`config.mk`:
```
export PLATFORM = sky130hd
export DESIGN_NAME = sppt_pulse_gen
export DESIGN_NICKNAME = d
export VERILOG_FILES = /design/src/sppt_pkg.sv /design/src/sppt_bcd_conv.sv /design/src/sppt_pulse_gen.sv
export SDC_FILE = /design/constraint.sdc
export NUM_CORES = 1
export LEC_CHECK = 0
export ABC_AREA = 1
export BUFFER_PORTS_ARGS = -buffer_cell sky130_fd_sc_hd__buf_2
export CORE_ASPECT_RATIO = 1.4
export CORE_MARGIN = 3
export CORE_UTILIZATION = 50
export DETAILED_ROUTE_END_ITERATION = 8
export PLACE_DENSITY_LB_ADDON = 0.1
export SLEW_MARGIN = 0
export SYNTH_ARGS = -nofsm -noshare
export SYNTH_HDL_FRONTEND = slang
export SYNTH_SLANG_ARGS = --single-unit
```
`constraint.sdc`:
```
create_clock -name core_clk_i -period 282.4 [get_ports core_clk_i]
set_input_delay 42.36 -clock core_clk_i [delete_from_list [all_inputs] [get_ports core_clk_i]]
set_output_delay 42.36 -clock core_clk_i [all_outputs]
set_load 0.02 [all_outputs]
```
`src/sppt_pkg.sv`:
```
// Purpose: Shared constants for the single-phase pulse-train generator
// Assumes: 100 MHz core clock, BCD command operands
// Notes:   Operand codes, limits, count and divider reset values and the clock-derived cycle counts live here
package sppt_pkg;
  // Core clock rate in Hz
  localparam int unsigned CLK_HZ        = 100_000_000;
  // Frequency granularity of one operand unit, in Hz
  localparam int unsigned HZ_PER_UNIT   = 10;
  // Cycles per full period of one frequency unit (10 Hz)
  localparam int unsigned UNIT_CYCLES   = CLK_HZ / HZ_PER_UNIT;
  // Half-period cycles for one unit; divided by the unit count
  localparam logic [31:0] HALF_UNIT_CYC = 32'(UNIT_CYCLES / 2);
  // Output-select operand codes
  localparam logic [11:0] SEL_BIT_A     = 12'h000;
  localparam logic [11:0] SEL_BIT_B     = 12'h010;
  // Mode operand codes
  localparam logic [11:0] MODE_INDEP    = 12'h000;
  localparam logic [11:0] MODE_CONT     = 12'h001;
  // Frequency operand limits (BCD)
  localparam logic [15:0] FREQ_MIN_BCD  = 16'h0002;
  localparam logic [15:0] FREQ_MAX_BCD  = 16'h0200;
  localparam logic [15:0] FREQ_ZERO_BCD = 16'h0000;
  // Halt command control code
  localparam logic [11:0] HALT_CODE     = 12'h003;
  // Count limits (1 up to the 24-bit count maximum)
  localparam logic [23:0] CNT_MIN       = 24'h000001;
  localparam logic [23:0] CNT_MAX       = 24'hffffff;
  // Reset values
  localparam logic [23:0] CNT_RST       = 24'h000000;
  localparam logic [31:0] DIV_RST       = 32'h00000000;
endpackage

```
`src/sppt_bcd_conv.sv`:
```
// Purpose: Converts DIGITS BCD digits (eight by default) into a binary value
// Assumes: Digits are legal BCD; driven from the core clock domain
// Notes:   Purely combinational, so the result is valid in the same cycle
`timescale 1ns/1ns
module sppt_bcd_conv #(
  parameter int DIGITS = 8
) (
  input  wire logic [4*DIGITS-1:0] bcd_i,
  output logic      [4*DIGITS-1:0] bin_o
);
  // Horner accumulation, most significant digit first
  always_comb
  begin
    bin_o = '0;
    for (int i = DIGITS - 1; i >= 0; i--)
    begin
      bin_o = (4*DIGITS)'(bin_o * (4*DIGITS)'(10)) + (4*DIGITS)'(bcd_i[4*i +: 4]);
    end
  end
endmodule

```
`src/sppt_pulse_gen.sv`:
```
// Purpose: Single-phase pulse train on one of two step outputs
// Assumes: Commands arrive as one-cycle strobes from same-clock logic
// Notes:   Direction output is out of scope; software drives it elsewhere
`timescale 1ns/1ns
// Notes on behaviour
// Single-phase train between 20 Hz and 2 kHz
// Select 000 picks bit a, 010 bit b
// Mode 000 counted, 001 continuous
// Counted run stops after preset pulse count
// Continuous run emits until stopped
// Count given as two BCD words, low first
// Load count before starting counted run
// Frequency operand 0002..0200, 10 Hz per unit
// Frequency zero halts pulse output
// At most one output bit pulses
// Count captured at start, later loads ignored
// Rate change reuses same select and mode
// Halt command code 003 stops output
// Reset leaves both outputs idle
module sppt_pulse_gen (
  input  wire logic        core_clk_i,          // Core clock, 100 MHz
  input  wire logic        srst_i,              // Synchronous reset, active high
  input  wire logic        count_load_command_i, // Strobe: latch count words
  input  wire logic [15:0] count_lo_bcd_i,      // Lower four BCD digits
  input  wire logic [15:0] count_hi_bcd_i,      // Upper four BCD digits
  input  wire logic        start_rate_command_i, // Strobe: start or change rate
  input  wire logic [11:0] out_sel_bcd_i,       // Output-select operand
  input  wire logic [11:0] mode_bcd_i,          // Mode operand
  input  wire logic [15:0] freq_bcd_i,          // Frequency operand
  input  wire logic        halt_command_i,      // Strobe: halt command
  input  wire logic [11:0] halt_code_i,         // Halt control code
  output logic             pulse_out_bit_a_o,   // Step pulses, first bit
  output logic             pulse_out_bit_b_o,   // Step pulses, second bit
  output logic             busy_o,              // Pulses in progress
  output logic             done_o,              // Counted run completed
  output logic             cmd_error_o          // Last start refused: bad operand, or counted start with no count loaded
);

  // Run state, one-hot
  typedef enum logic [1:0] {
    SPPT_IDLE = 2'b01,
    SPPT_RUN  = 2'b10
  } sppt_state_t;

  // Whole module state in one record
  typedef struct packed {
    sppt_state_t st;
    logic        use_b;      // Routed to second bit
    logic        cont;       // Continuous mode
    logic [23:0] loaded;     // Count from last load command
    logic [23:0] remain;     // Pulses still to emit
    logic [31:0] half_cyc;   // Cycles per half period
    logic [31:0] div;        // Half-period counter
    logic        lvl;        // Pulse level
    logic        out_a;
    logic        out_b;
    logic        done;
    logic        err;
  } sppt_reg_t;

  sppt_reg_t   r_q;          // Registered state
  sppt_reg_t   r_d;          // Next state
  logic [31:0] cnt_bin;      // Count words as binary
  logic [15:0] freq_bin;     // Frequency units as binary

  // Count conversion from eight BCD digits
  sppt_bcd_conv #(.DIGITS(8)) u_cnt_conv (
    .bcd_i ({count_hi_bcd_i, count_lo_bcd_i}),
    .bin_o (cnt_bin)
  );

  // Frequency conversion from four BCD digits
  sppt_bcd_conv #(.DIGITS(4)) u_freq_conv (
    .bcd_i (freq_bcd_i),
    .bin_o (freq_bin)
  );

  // Operand legality, used for both start and rate change
  function automatic logic start_ok(input logic [11:0] sel, input logic [11:0] md,
                                    input logic [15:0] f);
    start_ok = (sel == sppt_pkg::SEL_BIT_A || sel == sppt_pkg::SEL_BIT_B)
             && (md == sppt_pkg::MODE_INDEP || md == sppt_pkg::MODE_CONT)
             && (f >= sppt_pkg::FREQ_MIN_BCD) && (f <= sppt_pkg::FREQ_MAX_BCD);
  endfunction

  // Next-state logic
  always_comb
  begin
    r_d      = r_q;
    r_d.done = r_q.done;
    // Latch the count; the running count is untouched
    if (count_load_command_i)
    begin
      r_d.loaded = cnt_bin[23:0];
    end
    // Half-period generator, toggles once per half period
    if (r_q.st == SPPT_RUN)
    begin
      if (r_q.div + 32'h00000001 >= r_q.half_cyc)
      begin
        r_d.div = sppt_pkg::DIV_RST;
        r_d.lvl = ~r_q.lvl;
        // Falling edge ends a pulse
        if (r_q.lvl && !r_q.cont)
        begin
          r_d.remain = r_q.remain - 24'h000001;
          if (r_q.remain == 24'h000001)
          begin
            r_d.st   = SPPT_IDLE;
            r_d.lvl  = 1'b0;
            r_d.done = 1'b1;
          end
        end
      end
      else
      begin
        r_d.div = r_q.div + 32'h00000001;
      end
    end
    // Start or rate change command
    if (start_rate_command_i)
    begin
      if (freq_bcd_i == sppt_pkg::FREQ_ZERO_BCD)
      begin
        r_d.st  = SPPT_IDLE;
        r_d.lvl = 1'b0;
        r_d.err = 1'b0;
      end
      else if (!start_ok(out_sel_bcd_i, mode_bcd_i, freq_bcd_i))
      begin
        r_d.err = 1'b1;
      end
      else if (r_q.st == SPPT_RUN)
      begin
        // Rate change keeps route, mode and count
        r_d.half_cyc = sppt_pkg::HALF_UNIT_CYC / 32'(freq_bin);
        r_d.err      = 1'b0;
      end
      else if (mode_bcd_i == sppt_pkg::MODE_INDEP && r_q.loaded == sppt_pkg::CNT_RST)
      begin
        r_d.err = 1'b1;
      end
      else
      begin
        r_d.st       = SPPT_RUN;
        r_d.use_b    = (out_sel_bcd_i == sppt_pkg::SEL_BIT_B);
        r_d.cont     = (mode_bcd_i == sppt_pkg::MODE_CONT);
        r_d.remain   = r_q.loaded;
        r_d.half_cyc = sppt_pkg::HALF_UNIT_CYC / 32'(freq_bin);
        r_d.div      = sppt_pkg::DIV_RST;
        r_d.lvl      = 1'b1;
        r_d.done     = 1'b0;
        r_d.err      = 1'b0;
      end
    end
    // Halt command wins over a start or the generator for state and level
    if (halt_command_i && halt_code_i == sppt_pkg::HALT_CODE)
    begin
      r_d.st  = SPPT_IDLE;
      r_d.lvl = 1'b0;
    end
    // Route the level to exactly one bit
    r_d.out_a = (r_d.st == SPPT_RUN) && r_d.lvl && !r_d.use_b;
    r_d.out_b = (r_d.st == SPPT_RUN) && r_d.lvl && r_d.use_b;
  end

  // State register
  always_ff @(posedge core_clk_i)
  begin
    if (srst_i)
    begin
      r_q.st       <= SPPT_IDLE;
      r_q.use_b    <= 1'b0;
      r_q.cont     <= 1'b0;
      r_q.loaded   <= sppt_pkg::CNT_RST;
      r_q.remain   <= sppt_pkg::CNT_RST;
      r_q.half_cyc <= sppt_pkg::DIV_RST;
      r_q.div      <= sppt_pkg::DIV_RST;
      r_q.lvl      <= 1'b0;
      r_q.out_a    <= 1'b0;
      r_q.out_b    <= 1'b0;
      r_q.done     <= 1'b0;
      r_q.err      <= 1'b0;
    end
    else
    begin
      r_q <= r_d;
    end
  end

  // Outputs straight from flip-flops
  assign pulse_out_bit_a_o = r_q.out_a;
  assign pulse_out_bit_b_o = r_q.out_b;
  assign busy_o            = r_q.st[1];   // One-hot run bit, no decode after the flop
  assign done_o            = r_q.done;
  assign cmd_error_o       = r_q.err;

  // Assertions
  property p_one_bit;
    @(posedge core_clk_i) disable iff (srst_i) !(pulse_out_bit_a_o && pulse_out_bit_b_o);
  endproperty
  a_one_bit: assert property (p_one_bit) else $error("both outputs high");

  property p_halt;
    @(posedge core_clk_i) disable iff (srst_i)
      halt_command_i && halt_code_i == sppt_pkg::HALT_CODE |=> !busy_o;
  endproperty
  a_halt: assert property (p_halt) else $error("halt did not stop");

  property p_zero;
    @(posedge core_clk_i) disable iff (srst_i)
      start_rate_command_i && freq_bcd_i == 16'h0000 |=> !busy_o && !pulse_out_bit_a_o;
  endproperty
  a_zero: assert property (p_zero) else $error("zero rate kept running");

  property p_reset;
    @(posedge core_clk_i) srst_i |=> !pulse_out_bit_a_o && !pulse_out_bit_b_o && !busy_o;
  endproperty
  a_reset: assert property (p_reset) else $error("outputs active after reset");

  property p_idle_quiet;
    @(posedge core_clk_i) disable iff (srst_i)
      !busy_o |-> !pulse_out_bit_a_o && !pulse_out_bit_b_o;
  endproperty
  a_idle_quiet: assert property (p_idle_quiet) else $error("pulse while idle");

  property p_route_b;
    @(posedge core_clk_i) disable iff (srst_i)
      !busy_o && start_rate_command_i && !halt_command_i
      && start_ok(out_sel_bcd_i, mode_bcd_i, freq_bcd_i)
      && mode_bcd_i == sppt_pkg::MODE_CONT && out_sel_bcd_i == sppt_pkg::SEL_BIT_B
      |=> pulse_out_bit_b_o && busy_o;
  endproperty
  a_route_b: assert property (p_route_b) else $error("bit b not started");

  property p_cont_runs;
    @(posedge core_clk_i) disable iff (srst_i)
      busy_o && r_q.cont && !start_rate_command_i && !halt_command_i |=> busy_o;
  endproperty
  a_cont_runs: assert property (p_cont_runs) else $error("continuous run stopped");

  property p_count_hold;
    @(posedge core_clk_i) disable iff (srst_i)
      busy_o && count_load_command_i && !(r_q.lvl && r_q.div + 32'h1 >= r_q.half_cyc)
      |=> $stable(r_q.remain);
  endproperty
  a_count_hold: assert property (p_count_hold) else $error("load altered count");

  property p_done;
    @(posedge core_clk_i) disable iff (srst_i) $rose(done_o) |-> !busy_o && !r_q.cont;
  endproperty
  a_done: assert property (p_done) else $error("done while busy");

  c_start_a: cover property (@(posedge core_clk_i) $rose(pulse_out_bit_a_o));
  c_start_b: cover property (@(posedge core_clk_i) $rose(pulse_out_bit_b_o));
  c_done:    cover property (@(posedge core_clk_i) $rose(done_o));
  c_halt:    cover property (@(posedge core_clk_i) busy_o && halt_command_i);
endmodule

```
==> impl_metrics.csv <==
group,metric,value,unit
die,dieArea,0.0846,sq mm
die,dieWidth,247,um
route,ant_nets,0,
run,cap_violations,0,
grt,antenna_found_initial,2,
setup_path,cp_top_family,"compound AO/OA/AOI/OAI gates",
route,drt_iter0_drc,1674,
cts,cts_max_level,4,
timing,fin_crit,126.45,ns
layout,antenna_cells,0,
place,portBuffers,93,
route,wl_per_cell,13.9,um
setup_path,worst-r2r-setup-slack,274.14,ns
grt,grt_use_met2,0.461,
timing,rsz0062_at_grt,"false",
timing,setup_viol,0,
grt,grt_start_max_net_pins,54,
layout,nFillCells,8218,
setup_path,crit_cells,516,
place,place_congestion,0.923,
cts,cts_buffer_depth,2,
die,rows,122,
synthesis,synth_area,0.0406,sq mm
cts,cts_hold_buf,0,
worst_hold_path,min_to,"r_q[32]",
setup_path,r2r-end,"r_q[91]",
run_status,status,"complete, no violations",
die,core-area,0.0797,sq mm
synthesis,ys_warn_count,0,
route,num_vias,39800,
route,avgViaCountPerCell,5.29,
place,place_ws,155.80,ns
cts,root_buffer,"clkbuf_16",
setup_path,cpMostUsedCell,"a21oi_1",
cts,cts_setup_buffers,0,
timing,fmax,0.00791,GHz
setup_path,critical_path_arrival,126.79,ns
grt,gr-usage-met3,0.0172,
route,drc,0,
timing,slew_headroom,0.216,
layout,finalInstanceArea,0.0425,sq mm
synthesis,yosysSeqAreaShare,0.0597,
route,drt-total-wl,104,mm
cts,clk_pin_slew_worst_paths,0.07,ns
setup_path,critPathLaunchType,"primary input",
setup_path,critPathMaxFanout,37,
grt,use_met1,0.291,
layout,area.sequential,0.00242,sq mm
synthesis,synth-edff-count,0,
setup_path,worst-setup-path-type,"primary input to register",
worst_hold_path,min_from,"r_q[32]",
layout,multi_input_area,0.0335,sq mm
place,place_area,0.0419,sq mm
grt,grt-busiest-layer,"met2",
worst_hold_path,hold_path_depth,2,
setup_path,path_buf_inv,58,
setup_path,critPathMaxStageDelay,0.83,ns
cts,cts_buffers,17,
synthesis,async_flop_share,0,
setup_path,cp-end-kind,"register",
layout,layout-drive-gt1-share,0.0950,
timing,drv_slew,0,
timing,timing.final.hold_violations,0,
cts,insertion_delay,0.45,ns
setup_path,required,282.74,ns
grt,grtUsageTotal,0.245,
setup_path,crit_path_top_delay_cell,"nor2_2",
worst_hold_path,min_path_type,"register to register",
grt,grt_remaining_overflow,0,
timing,tns,0,ns
setup_path,worstReg2RegStart,"r_q[5]",
synthesis,syn_area_per_cell,6.32,sq um
die,initial_utilization,0.509,
timing,fin_worst_skew,0.0202,ns
synthesis,synth_ff_type,"dfxtp_1",
place,hpwl,84.7,mm
synthesis,ys_ff_latch,121,
timing,finalCritPeriodShare,0.448,
layout,final_nets,7210,
timing,worst_pin_slew,1.16,ns
die,die_y,343,um
route,firstDrtPassIters,6,
setup_path,reg2reg_depth,40,
timing,fin_ws,155.95,ns
grt,grt_pass1_vias,38100,
layout,area_growth,4.81,%
grt,grt_first_pass_wirelength,175,mm
cts,cts_tree,"done",
synthesis,synthDistinctLibCells,86,
cts,cts_repair_resize_count,0,
synthesis,postSynthCellCount,6419,
cts,clock-sinks,121,
die,ios,94,
## cells in the mapped netlist, types with 5 or more instances
master | count | share of area
a211oi_1 | 11 | 0.0020
a21o_1 | 16 | 0.0030
a21oi_1 | 574 | 0.071
a31oi_1 | 16 | 0.0025
and2_1 | 13 | 0.0020
and3_1 | 5 | 0.00077
buf_6 | 22 | 0.0061
buf_8 | 5 | 0.0019
clkbuf_1 | 65 | 0.0060
clkinv_1 | 19 | 0.0018
dfxtp_1 | 121 | 0.060
fa_1 | 20 | 0.0099
ha_1 | 649 | 0.20
inv_1 | 978 | 0.091
inv_2 | 33 | 0.0031
nand2_1 | 1245 | 0.12
nand2_2 | 107 | 0.017
nand2_4 | 44 | 0.012
nand3_1 | 325 | 0.040
nand3_2 | 58 | 0.014
nand3_4 | 18 | 0.0078
nand3b_1 | 24 | 0.0044
nand4_1 | 91 | 0.014
nand4_2 | 5 | 0.0015
nor2_1 | 446 | 0.041
nor2_2 | 37 | 0.0057
nor2_4 | 18 | 0.0050
nor2_8 | 7 | 0.0035
nor3_1 | 65 | 0.0080
nor3b_1 | 6 | 0.0011
nor4_1 | 28 | 0.0043
o211ai_1 | 16 | 0.0030
o21a_1 | 9 | 0.0017
o21ai_0 | 392 | 0.048
o21ai_1 | 64 | 0.0079
o21ai_2 | 30 | 0.0065
o21bai_1 | 107 | 0.020
o22ai_1 | 18 | 0.0028
o31ai_1 | 12 | 0.0022
or2_2 | 53 | 0.0082
xnor2_1 | 190 | 0.041
xor2_1 | 366 | 0.079
## sequential cells by signal, summed over array words and instances (netlist names)
signal and count:
pulse_out_bit_a_o 1, done_o 1, r_q 116, cmd_error_o 1
busy_o 1, pulse_out_bit_b_o 1
## cell families after synthesis
| group | after synthesis | synth area share |
|---|---|---|
| buffers and inverters | 1151 | 0.117 |
| adders and majority gates | 669 | 0.210 |
| AOI/OAI and AO/OA | 1297 | 0.178 |
| DFF | 121 | 0.0597 |
| other | 1 | 0.0000925 |
| muxes | 2 | 0.000494 |
| xor gates and xnor gates | 560 | 0.122 |
| and+or+nand+nor | 2618 | 0.312 |
## how the worst max path moves through the flow
| stage | from | endpoint | slack [ns] |
|---|---|---|---|
| finish | freq_bcd_i[13] | r_q[37] | 155.95 |
| global route | freq_bcd_i[13] | r_q[37] | 145.00 |
| CTS | freq_bcd_i[13] | r_q[37] | 156.06 |
| detailed placement | freq_bcd_i[13] | r_q[37] | 155.80 |
| global placement | freq_bcd_i[13] | r_q[37] | 158.00 |
| floorplan | freq_bcd_i[12] | r_q[37] | 163.39 |
## routing by layer
layer	vias to the layer above	routed length, um
li1	21200	-
met4	2	3430
met5	-	7
met3	200	2790
met1	17800	46200
met2	579	51900
## cell type report
| class | count | share of cell area |
|---|---|---|
| tap | 1054 | 0.0310 |
| clock inverter | 15 | 0.00427 |
| multi-input combinational | 5150 | 0.788 |
| timing repair buffer | 121 | 0.0159 |
| sequential | 121 | 0.0570 |
| clock buffer | 17 | 0.0100 |
| inverter | 1041 | 0.0937 |
## per-stage QoR
step	utilization	instances	hold slack [ns]
2_1_floorplan	-	6422	0.443
3_3_place_gp	0.526	7487	0.455
3_5_place_dp	0.526	7487	0.460
4_1_cts	0.533	7519	0.471
5_1_grt	0.533	7519	0.484
6_report	0.533	7519	0.471
## placed cells by master, fill, tap and decap left out, types with 19 or more instances in the layout
cell,netlist,layout
nand2_1,1245,1245
inv_1,978,977
ha_1,649,649
a21oi_1,574,574
nor2_1,446,441
o21ai_0,392,392
xor2_1,366,365
nand3_1,325,325
xnor2_1,190,186
dfxtp_1,121,121
o21bai_1,107,107
nand2_2,107,107
buf_2,2,93
nand4_1,91,91
nor3_1,65,65
o21ai_1,64,64
nand3_2,58,58
or2_2,53,53
nand2_4,44,44
nor2_2,37,42
inv_2,33,33
o21ai_2,30,30
nor4_1,28,28
buf_4,4,28
nand3b_1,24,24
clkinv_1,19,20
fa_1,20,19
## tightest hold or removal path, cell delays in order, from the launching register on
cell and delay (ns):
dfxtp_1 0.32, nand2_1 0.06, a21oi_1 0.05
Power is not shown: default switching activity piles up to over one toggle a cycle in this logic, so the estimate is an artifact.
